--- src/verilog/tefs_pkg.sv ---
// Purpose: Shared constants of the timer event flag and software event block
// Assumes: 32-bit APB data, one aligned word per register
// Notes: Offsets are byte addresses; masks mark implemented bits
package tefs_pkg;
   // Register byte offsets
   localparam logic [11:0] TEFS_OFF_CTRL = 12'h000;
   localparam logic [11:0] TEFS_OFF_SLAVE = 12'h008;
   localparam logic [11:0] TEFS_OFF_IRQEN = 12'h00C;
   localparam logic [11:0] TEFS_OFF_FLAGS = 12'h010;
   localparam logic [11:0] TEFS_OFF_SWEVG = 12'h014;
   localparam logic [11:0] TEFS_OFF_CHMODE = 12'h018;
   localparam logic [11:0] TEFS_OFF_CAPA = 12'h034;
   localparam logic [11:0] TEFS_OFF_CAPB = 12'h038;
   // Bit positions of the flags; all but the over-capture bits also serve strobes and enables
   localparam int TEFS_B_UP = 0;
   localparam int TEFS_B_CHA = 1;
   localparam int TEFS_B_CHB = 2;
   localparam int TEFS_B_TRG = 6;
   localparam int TEFS_B_OVA = 9;
   localparam int TEFS_B_OVB = 10;
   // Control bits
   localparam int TEFS_B_SUPPRESS = 1;
   localparam int TEFS_B_UPSRC = 2;
   // Channel mode fields (two bits each)
   localparam int TEFS_MS_A_LO = 0;
   localparam int TEFS_MS_B_LO = 8;
   localparam logic [1:0] TEFS_MS_OUTPUT = 2'h0;
   // Slave mode field and pause code
   localparam logic [2:0] TEFS_SMC_PAUSE = 3'h5;
   // Implemented-bit masks
   localparam logic [31:0] TEFS_FLAGS_MASK = 32'h0000_0647;
   localparam logic [31:0] TEFS_GEN_MASK = 32'h0000_0047;
   localparam logic [31:0] TEFS_CTRL_MASK = 32'h0000_0006;
   localparam logic [31:0] TEFS_SLAVE_MASK = 32'h0000_0007;
   localparam logic [31:0] TEFS_CHMODE_MASK = 32'h0000_FFFF;
   // Reset value of every register
   localparam logic [31:0] TEFS_RST_WORD = 32'h0000_0000;
   // Counter and capture width
   localparam int TEFS_CNT_W = 16;
endpackage

--- src/verilog/tefs_timer_flags.sv ---
// Purpose: Event flags, software event strobes and capture side effects of a
//    two-channel timer, reached over APB
// Assumes: All event inputs are one-cycle pulses synchronous to mclk_in;
//    trigger input is a synchronous level
// Notes: Registered APB answer, no wait state on any access
//
// How it works
// Channel A recapture with flag set: over-capture
// Channel B over-capture works like channel A
// Trigger edges set trigger flag; pause: both
// Capture or compare match sets channel A flag
// Reading channel A capture clears flag (input)
// Update event sets update flag
// Flags cleared by writing zero; channel flags also by capture read
// Trigger strobe sets trigger flag, self-clears
// Channel A strobe sets flag, self-clears
// Channel A strobe in input captures counter
// Channel B strobe works like channel A
// Update strobe clears counter and prescaler
// Update strobe produces an update event
// Channel B flag follows channel A rules
// Interrupt only where enable bit is set
// Suppress blocks update event, still clears counter
// Source select: only overflow raises update flag
// Hardware set beats software clear
// Reserved bits read zero, ignore writes
`timescale 1ns/1ns
`default_nettype none
module tefs_timer_flags
   import tefs_pkg::*;
(
   input wire logic mclk_in,
   input wire logic rst_in,
   input wire logic psel_in,
   input wire logic penable_in,
   input wire logic pwrite_in,
   input wire logic [11:0] paddr_in,
   input wire logic [31:0] pwdata_in,
   output logic [31:0] prdata_out,
   output logic pready_out,
   output logic pslverr_out,
   input wire logic overflow_in,
   input wire logic trigger_in,
   input wire logic cap_a_in,
   input wire logic cap_b_in,
   input wire logic cmp_a_in,
   input wire logic cmp_b_in,
   input wire logic [15:0] counter_in,
   output logic update_event_out,
   output logic counter_clear_out,
   output logic trigger_event_out,
   output logic chan_a_event_out,
   output logic chan_b_event_out,
   output logic irq_out
);
   // Bus answer registers
   logic pready_ff;
   logic pslverr_ff;
   logic [31:0] prdata_ff;
   // Software-held configuration
   logic [31:0] ctrl_ff;
   logic [31:0] slave_ff;
   logic [31:0] irqen_ff;
   logic [31:0] chmode_ff;
   // Flags word, only implemented bits ever set
   logic [31:0] flags_ff;
   logic [31:0] nxt_flags;
   // Self-clearing strobes, high one cycle after the write
   logic trigger_gen_strobe_ff;
   logic update_gen_strobe_ff;
   logic [1:0] chan_strobe_ff;
   // Trigger input history for edge detection
   logic trig_d_ff;
   // Captured counter values per channel
   logic [TEFS_CNT_W-1:0] cap_val_ff [2];
   // Registered event outputs
   logic update_event_ff;
   logic counter_clear_ff;
   logic trigger_event_ff;
   logic [1:0] chan_event_ff;
   logic irq_ff;
   // Decoded access strobes
   logic acc_done;
   logic wr_en;
   logic rd_en;
   logic addr_ok;
   logic [31:0] rd_word;
   // Event terms
   logic trig_rise;
   logic trig_fall;
   logic pause_mode;
   logic trig_event;
   logic update_event;
   logic update_flag_set;
   logic suppress;
   logic upsrc;
   logic [1:0] in_mode;
   logic [1:0] hw_cap;
   logic [1:0] hw_cmp;
   logic [1:0] cap_event;
   logic [1:0] chan_set;
   logic [1:0] cap_read;
   logic [1:0] ov_set;
   logic [31:0] hw_set;
   logic [31:0] sw_clr;

   // Access completes at the edge where the master sees pready
   assign acc_done = psel_in & penable_in & pready_ff;
   assign wr_en = acc_done & pwrite_in;
   assign rd_en = acc_done & ~pwrite_in;

   // Register map decode, word aligned only
   always_comb begin
      addr_ok = 1'b1;
      rd_word = TEFS_RST_WORD;
      if (paddr_in[1:0] != 2'h0) begin
         // Misaligned: refused
         addr_ok = 1'b0;
      end else begin
         unique case (paddr_in)
            TEFS_OFF_CTRL: rd_word = ctrl_ff;
            TEFS_OFF_SLAVE: rd_word = slave_ff;
            TEFS_OFF_IRQEN: rd_word = irqen_ff;
            TEFS_OFF_FLAGS: rd_word = flags_ff & TEFS_FLAGS_MASK;
            // Strobes are write-only in effect and read back as zero
            TEFS_OFF_SWEVG: rd_word = TEFS_RST_WORD;
            TEFS_OFF_CHMODE: rd_word = chmode_ff;
            TEFS_OFF_CAPA: rd_word = {16'h0000, cap_val_ff[0]};
            TEFS_OFF_CAPB: rd_word = {16'h0000, cap_val_ff[1]};
            default: addr_ok = 1'b0;
         endcase
      end
   end

   // APB answer: ready one cycle after setup, data and error with it
   always_ff @(posedge mclk_in or posedge rst_in) begin
      if (rst_in) begin
         pready_ff <= 1'b0;
         pslverr_ff <= 1'b0;
         prdata_ff <= 32'h0000_0000;
      end else begin
         // Setup cycle seen: answer in the access cycle
         pready_ff <= psel_in & ~penable_in;
         pslverr_ff <= psel_in & ~penable_in & ~addr_ok;
         if (psel_in & ~penable_in & ~pwrite_in) begin
            prdata_ff <= rd_word;
         end else begin
            prdata_ff <= 32'h0000_0000;
         end
      end
   end

   // Plain configuration registers, reserved bits dropped on write
   always_ff @(posedge mclk_in or posedge rst_in) begin
      if (rst_in) begin
         ctrl_ff <= TEFS_RST_WORD;
         slave_ff <= TEFS_RST_WORD;
         irqen_ff <= TEFS_RST_WORD;
         chmode_ff <= TEFS_RST_WORD;
      end else if (wr_en) begin
         if (paddr_in == TEFS_OFF_CTRL) begin
            ctrl_ff <= pwdata_in & TEFS_CTRL_MASK;
         end
         if (paddr_in == TEFS_OFF_SLAVE) begin
            slave_ff <= pwdata_in & TEFS_SLAVE_MASK;
         end
         if (paddr_in == TEFS_OFF_IRQEN) begin
            irqen_ff <= pwdata_in & TEFS_GEN_MASK;
         end
         if (paddr_in == TEFS_OFF_CHMODE) begin
            chmode_ff <= pwdata_in & TEFS_CHMODE_MASK;
         end
      end
   end

   // Strobes live one cycle, so hardware clears them by itself
   always_ff @(posedge mclk_in or posedge rst_in) begin
      if (rst_in) begin
         trigger_gen_strobe_ff <= 1'b0;
         update_gen_strobe_ff <= 1'b0;
         chan_strobe_ff <= 2'h0;
      end else begin
         if (wr_en && paddr_in == TEFS_OFF_SWEVG) begin
            trigger_gen_strobe_ff <= pwdata_in[TEFS_B_TRG];
            update_gen_strobe_ff <= pwdata_in[TEFS_B_UP];
            chan_strobe_ff <= {pwdata_in[TEFS_B_CHB], pwdata_in[TEFS_B_CHA]};
         end else begin
            trigger_gen_strobe_ff <= 1'b0;
            update_gen_strobe_ff <= 1'b0;
            chan_strobe_ff <= 2'h0;
         end
      end
   end

   // Trigger edge history
   always_ff @(posedge mclk_in or posedge rst_in) begin
      if (rst_in) begin
         trig_d_ff <= 1'b0;
      end else begin
         trig_d_ff <= trigger_in;
      end
   end

   // Trigger: rising edge is active; pause adds the falling edge
   assign trig_rise = trigger_in & ~trig_d_ff;
   assign trig_fall = ~trigger_in & trig_d_ff;
   assign pause_mode = (slave_ff[2:0] == TEFS_SMC_PAUSE);
   assign trig_event = trig_rise | (pause_mode & trig_fall) | trigger_gen_strobe_ff;

   // Update: suppress blocks the event, the counter clear still goes out
   assign suppress = ctrl_ff[TEFS_B_SUPPRESS];
   assign upsrc = ctrl_ff[TEFS_B_UPSRC];
   assign update_event = (overflow_in | update_gen_strobe_ff) & ~suppress;
   // With source select set, a software update leaves the flag alone
   assign update_flag_set = ~suppress & (overflow_in | (update_gen_strobe_ff & ~upsrc));

   // Per-channel inputs gathered into vectors
   assign in_mode[0] = chmode_ff[TEFS_MS_A_LO +: 2] != TEFS_MS_OUTPUT;
   assign in_mode[1] = chmode_ff[TEFS_MS_B_LO +: 2] != TEFS_MS_OUTPUT;
   assign hw_cap = {cap_b_in, cap_a_in};
   assign hw_cmp = {cmp_b_in, cmp_a_in};
   assign cap_read[0] = rd_en && paddr_in == TEFS_OFF_CAPA;
   assign cap_read[1] = rd_en && paddr_in == TEFS_OFF_CAPB;

   // Channel logic, identical for both channels
   genvar ch;
   generate
      for (ch = 0; ch < 2; ch++) begin : g_chan
         // Capture from the pin or from the software strobe in input mode
         assign cap_event[ch] = in_mode[ch] & (hw_cap[ch] | chan_strobe_ff[ch]);
         // Compare only counts in output mode; strobe sets in either mode
         assign chan_set[ch] = cap_event[ch] | (~in_mode[ch] & hw_cmp[ch])
                             | chan_strobe_ff[ch];
         // Recapture while the flag is still up is an over-capture
         assign ov_set[ch] = cap_event[ch] & flags_ff[TEFS_B_CHA + ch];

         // Capture value register takes the counter on a capture
         always_ff @(posedge mclk_in or posedge rst_in) begin
            if (rst_in) begin
               cap_val_ff[ch] <= 16'h0000;
            end else if (cap_event[ch]) begin
               cap_val_ff[ch] <= counter_in;
            end
         end
      end
   endgenerate

   // Set and clear vectors for the flags word
   always_comb begin
      hw_set = 32'h0000_0000;
      hw_set[TEFS_B_UP] = update_flag_set;
      hw_set[TEFS_B_TRG] = trig_event;
      hw_set[TEFS_B_CHA] = chan_set[0];
      hw_set[TEFS_B_CHB] = chan_set[1];
      hw_set[TEFS_B_OVA] = ov_set[0];
      hw_set[TEFS_B_OVB] = ov_set[1];
      sw_clr = 32'h0000_0000;
      // Writing zero clears, writing one leaves the bit as it is
      if (wr_en && paddr_in == TEFS_OFF_FLAGS) begin
         sw_clr = ~pwdata_in & TEFS_FLAGS_MASK;
      end
      // Capture read clears the capture flag in input mode
      sw_clr[TEFS_B_CHA] = sw_clr[TEFS_B_CHA] | (cap_read[0] & in_mode[0]);
      sw_clr[TEFS_B_CHB] = sw_clr[TEFS_B_CHB] | (cap_read[1] & in_mode[1]);
      // Set wins over clear so no event goes missing
      nxt_flags = ((flags_ff & ~sw_clr) | hw_set) & TEFS_FLAGS_MASK;
   end

   // Flags word
   always_ff @(posedge mclk_in or posedge rst_in) begin
      if (rst_in) begin
         flags_ff <= TEFS_RST_WORD;
      end else begin
         flags_ff <= nxt_flags;
      end
   end

   // Registered event outputs toward the rest of the timer
   always_ff @(posedge mclk_in or posedge rst_in) begin
      if (rst_in) begin
         update_event_ff <= 1'b0;
         counter_clear_ff <= 1'b0;
         trigger_event_ff <= 1'b0;
         chan_event_ff <= 2'h0;
      end else begin
         update_event_ff <= update_event;
         // Counter and prescaler clear on every update strobe, suppressed or not
         counter_clear_ff <= update_gen_strobe_ff;
         trigger_event_ff <= trig_event;
         chan_event_ff <= chan_set;
      end
   end

   // Level interrupt: any enabled flag; over-capture has no enable
   // Built from the stored flags, so it trails them by one cycle
   always_ff @(posedge mclk_in or posedge rst_in) begin
      if (rst_in) begin
         irq_ff <= 1'b0;
      end else begin
         irq_ff <= |(flags_ff & irqen_ff & TEFS_GEN_MASK);
      end
   end

   // Ports come straight from flip-flops
   assign prdata_out = prdata_ff;
   assign pready_out = pready_ff;
   assign pslverr_out = pslverr_ff;
   assign update_event_out = update_event_ff;
   assign counter_clear_out = counter_clear_ff;
   assign trigger_event_out = trigger_event_ff;
   assign chan_a_event_out = chan_event_ff[0];
   assign chan_b_event_out = chan_event_ff[1];
   assign irq_out = irq_ff;
endmodule
`default_nettype wire

--- config.mk ---
export PLATFORM = sky130hd
export DESIGN_NAME = tefs_timer_flags
export DESIGN_NICKNAME = d
export VERILOG_FILES = /design/src/verilog/tefs_pkg.sv /design/src/verilog/tefs_timer_flags.sv
export SDC_FILE = /design/constraint.sdc
export NUM_CORES = 1
export LEC_CHECK = 0
export BUFFER_PORTS_ARGS = -buffer_cell sky130_fd_sc_hd__buf_2
export CORE_MARGIN = 4
export CORE_UTILIZATION = 48
export CTS_CLUSTER_SIZE = 16
export DETAILED_ROUTE_END_ITERATION = 8
export GPL_TIMING_DRIVEN = 0
export PLACE_DENSITY = 0.88
export SYNTH_ARGS = -nofsm -noshare
export SYNTH_HDL_FRONTEND = slang
export SYNTH_SLANG_ARGS = --single-unit
--- constraint.sdc ---
create_clock -name mclk_in -period 2.4 [get_ports mclk_in]
set_input_delay 0 -clock mclk_in [delete_from_list [all_inputs] [get_ports mclk_in]]
set_output_delay 0 -clock mclk_in [all_outputs]
set_load 0.05 [all_outputs]
==> Yosys cells after proc, flatten, opt, wreduce, memory -nomap -nowiden <==
Index checks and enable logic that the tools add are counted.
{ "totals": {"mem_bits_ro": 0, "mem_bits_rw": 0, "input_bits": 71, "latchBits": 0, "output_inout_bits": 40, "word_cells": 97, "n_memories": 0, "reg_bits": 108} }
{ "op_classes": {"multipliers": 0, "n_bitwise": 47, "reduce_logical": 14, "n_mux": 9, "eq_ne": 8, "div": 0, "magnitude_cmp": 0, "n_addsub": 0, "shifts": 0} }
{ "op_table": {"columns": ["cell", "n"], "rows": [
  ["$pmux 16 s7", 1],
  ["$mux 32", 2],
  ["$eq 12x5->1 const B", 3],
  ["$eq 12x4->1 const B", 2],
  ["$eq 12x6->1 const B", 2],
  ["$not 11->11", 2],
  ["$and 1x1->1", 21],
  ["$logic_not 12->1", 1],
  ["$or 1x1->1", 12],
  ["$and 11x11->11", 1],
  ["$mux 11", 1],
  ["$or 11x11->11", 1],
  ["$not 1->1", 9],
  ["$reduce_and 2->1", 4],
  ["$reduce_or 8->1", 1],
  ["$and 7x7->7", 1],
  ["$reduce_bool 2->1", 3],
  ["$logic_and 1x1->1", 4],
  ["$mux 1", 4],
  ["$reduce_or 4->1", 1],
  ["$eq 3x3->1 const B", 1],
  ["$mux 2", 1]
]} }

==> Depth between registers and ports, before layout <==
{ "depth": {"depth_word": 9, "mapped_depth": 7, "mapped_depth_nobuf": 4} }

==> Worst setup path after synthesis <==
OpenSTA, ideal clock, no wires.
{ "synth_path": {"path_kind": "register to register", "start": "register pready_ff, in the netlist pready_out", "end": "register ctrl_ff[1]", "stages_incl_launch_ff": 5, "slack_ps": 415, "arrival_ps": 1860, "setup_time_ps": 125, "required_time_ps": 2275, "synth_period_minus_slack_ps": 1985, "path_cell_list": "dfrtp_1 -> and4_1 -> nand3_1 -> nor4_1 -> mux2_2"} }
{ "synth_between": {"elab_chain_cells": 3} }
{ "synth_rtl": {"columns": ["element", "line", "source"], "rows": [
  ["start: declaration", "tefs_timer_flags.sv:57", "logic pready_ff;"],
  ["start signal: assignment", "tefs_timer_flags.sv:143", "pready_ff <= psel_in & ~penable_in;"],
  ["$and 1x1->1", "tefs_timer_flags.sv:108", "assign acc_done = psel_in & penable_in & pready_ff;"],
  ["$and 1x1->1", "tefs_timer_flags.sv:109", "assign wr_en = acc_done & pwrite_in;"],
  ["$reduce_and 2->1 (no line)", null, null],
  ["end signal: assignment", "tefs_timer_flags.sv:162", "ctrl_ff <= pwdata_in & TEFS_CTRL_MASK;"],
  ["end: declaration", "tefs_timer_flags.sv:61", "logic [31:0] ctrl_ff;"]
]} }
No other way between the ends.
A chain may end at the register's enable or synchronous reset.

==> Worst setup path after layout <==
{ "layout_path": {"start": "input paddr_in[2]", "end": "register flags_ff[0]"} }
{ "layout_between": {"elab_chain_cells": 6} }
{ "layout_rtl": {"columns": ["element", "line", "source"], "rows": [
  ["start: declaration", "tefs_timer_flags.sv:37", "input wire logic [11:0] paddr_in,"],
  ["$eq 12x5->1", "tefs_timer_flags.sv:259", "if (wr_en && paddr_in == TEFS_OFF_FLAGS) begin"],
  ["$logic_and 1x1->1", "tefs_timer_flags.sv:259", null],
  ["$mux 11", "tefs_timer_flags.sv:259", null],
  ["$not 11->11", "tefs_timer_flags.sv:266", "nxt_flags = ((flags_ff & ~sw_clr) | hw_set) & TEFS_FLAGS_MASK;"],
  ["$and 11x11->11", "tefs_timer_flags.sv:266", null],
  ["$or 11x11->11", "tefs_timer_flags.sv:266", null],
  ["named net nxt_flags[0]", "tefs_timer_flags.sv:67", "logic [31:0] nxt_flags;"],
  ["end signal: assignment", "tefs_timer_flags.sv:274", "flags_ff <= nxt_flags;"],
  ["end: declaration", "tefs_timer_flags.sv:66", "logic [31:0] flags_ff;"]
]} }
The timed path passes the listed nets, and every way through them passes these cells.

==> impl_metrics.yaml <==
drt:
  detail-route-antenna-nets: 0
  drt_wl_total_mm: 10.87
  drt_pre_antenna_iters: 6
  drc: 0
  wl_per_cell_um: 18.42
  first_iter_violations: 173
  vias_per_cell: 5.451
  vias: 3216
sta:
  fin_crit_ns: 2.280
  finalHoldViolCount: 0
  setup_violations: 0
  clock.fmax_mhz: 438.5
  worst_pin_slew_ns: 1.013
  drv_slew: 0
  slew-limit-headroom: 0.3244
  finalClockSkew_ns: 0.009298
  timing.final.crit_share: 0.9501
  finalWorstSetupSlack_ns: 0.1197
  rsz0062_at_grt: "no"
grt:
  grtUsageTotal: 0.2153
  met2_usage: 0.3613
  grt_pass1_wl_mm: 16.93
  gr-max-usage-layer: "met2"
  grt.met3_usage: 0.03208
  grt_pass1_vias: 3282
  grt.overflow.total: 0
  antenna_found_initial: 0
  met1_usage: 0.2804
  grt_max_degree: 70
floorplanning:
  die_h_um: 102.2
  die_w_um: 102.2
  std_cell_rows: 34
  core_area_sq_mm: 0.008678
  start_util: 0.4906
  die-area_sq_mm: 0.01044
  num_io_pins: 111
place:
  placed_cells: 533
  dpl.hpwl_mm: 7.558
  numPortBuffers: 77
  dp_slack_ns: 0.1080
  dpl_cell_area_sq_mm: 0.004865
  globalplace.congestion: 0.9060
synthesis:
  synthArstFlopShare: 1.000
  synthesis.area_sq_mm: 0.004258
  synth_top_area_share: 0.5407
  synth_top_area_cell: "dfrtp_1"
  avgSynthCellArea_sq_um: 12.82
  postSynthCellCount: 332
  yosys_warnings: 0
  synthMostInstantiatedCell: "dfrtp_1"
  synth_edf_count: 0
  ys_top_cells_by_area: "dfrtp_1 (54%), mux2_2 (13%), mux2_4 (3.5%)"
  ys.flop_type: "dfrtp_1"
  synth.distinct_cells: 54
  synth_common_cells: "dfrtp_1 (92), mux2_2 (51), nor2_1 (19), buf_4 (17)"
  synth-seq-cells: 92
  yosysSeqAreaShare: 0.5407
flow_run:
  maxCapViolations: 0
setup_path:
  cp_top_family: "buffers and inverters"
  cp_common_cell: "dlygate4sd3_1"
  cp.arrival_ns: 2.54
  slowest_delay_ns: 0.56
  r2r_slack_ns: 0.13
  critical_path_depth: 8
  cp_slowest_cell: "dlygate4sd3_1"
  crit_chain: "dlygate4sd3_1 > buf_6 > or4_1 > or2_1 > clkbuf_1 > o31ai_1 > nand2_1 > dlygate4sd3_1"
  critPathLaunch: "paddr_in[2]"
  endpoint: "flags_ff[0]"
  crit_required_ns: 2.66
  r2r-start: "chmode_ff[8]"
  end_kind: "flop"
  worstRegToRegCells: 3
  crit_fanout: 10
  start_kind: "input pin"
  crit_type: "in2reg"
  path_buf_inv: 4
  r2r_end: "cap_val_ff[0]"
clock_network:
  numCtsBuffers: 9
  cts_tree: "yes"
  clkLatencyLatePin_ns: 0.37
  path_clk_slew_ns: 0.09
  cts_setup_buffers: 0
  cts_htree_levels: 3
  cts.sinks: 92
  cts_buffer_depth: 2
  root_buffer: "clkbuf_8"
power_and_ir_drop:
  power_density_mw_per_mm2: 540.6
  power_mw: 2.962
  p_leak_nw: 2.731
  vdd_drop_max_v: 0.0003430
finish:
  instances_no_fill: 590
  antenna_cells: 0
  nets: 548
  design_area_sq_mm: 0.005480
  drive_above_1_share: 0.3900
  final_util: 0.6315
  area_growth_pct: 28.71
min_path:
  hold_path_class: "in2reg"
run_status:
  outcome: "completed"
stage by stage:
| step | hold slack (ns) | setup TNS, ns |
|---|---|---|
| after detailed placement | -0.002411 | 0 |
| after global routing | 0.03547 | 0 |
| after floorplan | 0.03143 | 0 |
| after CTS | 0.005983 | 0 |
| after global placement | 0.1369 | -83.50 |
| final | 0.03318 | 0 |
worst min-delay path by stage:
stage | slack (ns) | cells past startpoint | endpoint | startpoint
global placement | 0.14 | 1 | trig_d_ff | trigger_in
CTS | 0.006 | 4 | pslverr_out | paddr_in[1]
global route | 0.04 | 3 | chan_event_ff[0] | cap_a_in
detailed placement | -0.002 | 2 | chan_event_ff[0] | rst_in
floorplan | 0.03 | 0 | trig_d_ff | trigger_in
finish | 0.03 | 3 | chan_event_ff[1] | cap_b_in
placed cells by master (no fill, tap or decap), types with 5 or more instances in the layout:
master / n
clkbuf_1: 7
a22oi_1: 12
mux2_4: 10
buf_4: 17
nand2_1: 8
a21oi_1: 12
nor2_1: 19
dfrtp_1: 92
mux2_2: 51
clkbuf_8: 10
mux2_1: 6
mux2i_1: 8
buf_2: 79
conb_1: 16
nor2b_1: 5
dlygate4sd3_1: 41
nand3_1: 5
o21ai_0: 5
per-layer routing:
layer,vias to the layer above,share of wire
met3,24,0.064
met1,1580,0.42
met2,136,0.49
met4,0,0.025
met5,-,0
li1,1476,-
worst reg2reg max path, cell delays in order, from the launching register on:
cell and delay [ns]:
dfrtp_1 0.43, o22ai_1 0.74, clkbuf_1 0.57, mux2_2 0.41
timing repair:
action | in CTS | in global routing
hold endpoints to repair | 167 | 0
hold buffers | 41 | 0
endpoints found under the setup margin | 0 | 1
gates resized for setup | 0 | 1
logic make-up (layout without fill, tap and decap cells):
logic type | after synthesis | count (layout) | synth area share
compound gates | 52 | 52 | 0.08493
xor+xnor | 1 | 1 | 0.002057
buf+inv | 36 | 171 | 0.05642
flops | 92 | 92 | 0.5407
mux | 75 | 75 | 0.2048
other cells | 1 | 16 | 0.0008807
simple gates | 75 | 75 | 0.1102
registers in the layout, summed over array words and instances (netlist names):
signal,count
counter_clear_out,1
irq_out,1
slave_ff,3
trigger_event_out,1
pready_out,1
pslverr_out,1
prdata_out,16
update_gen_strobe_ff,1
chan_strobe_ff,2
flags_ff,6
trig_d_ff,1
irqen_ff,4
trigger_gen_strobe_ff,1
chmode_ff,16
cap_val_ff,32
chan_event_ff,2
update_event_out,1
ctrl_ff,2
power breakdown:
group	total [mW]	internal, mW	switching, mW
clock	1.08	0.510	0.567
sequential	1.56	1.56	0.00373
combinational	0.324	0.129	0.195
total	2.96	2.20	0.766
layout make-up:
cell class | instances | area (sq um)
Multi-Input combinational cell | 219 | 1777
Clock inverter | 6 | 62.56
Fill cell | 687 | 3198
Clock buffer | 10 | 137.6
Buffer | 31 | 221.5
Sequential cell | 92 | 2302
Tap cell | 108 | 135.1
Timing Repair Buffer | 119 | 823.3
Inverter | 5 | 21.27
Note: power is estimated with default switching activity, not from simulation.
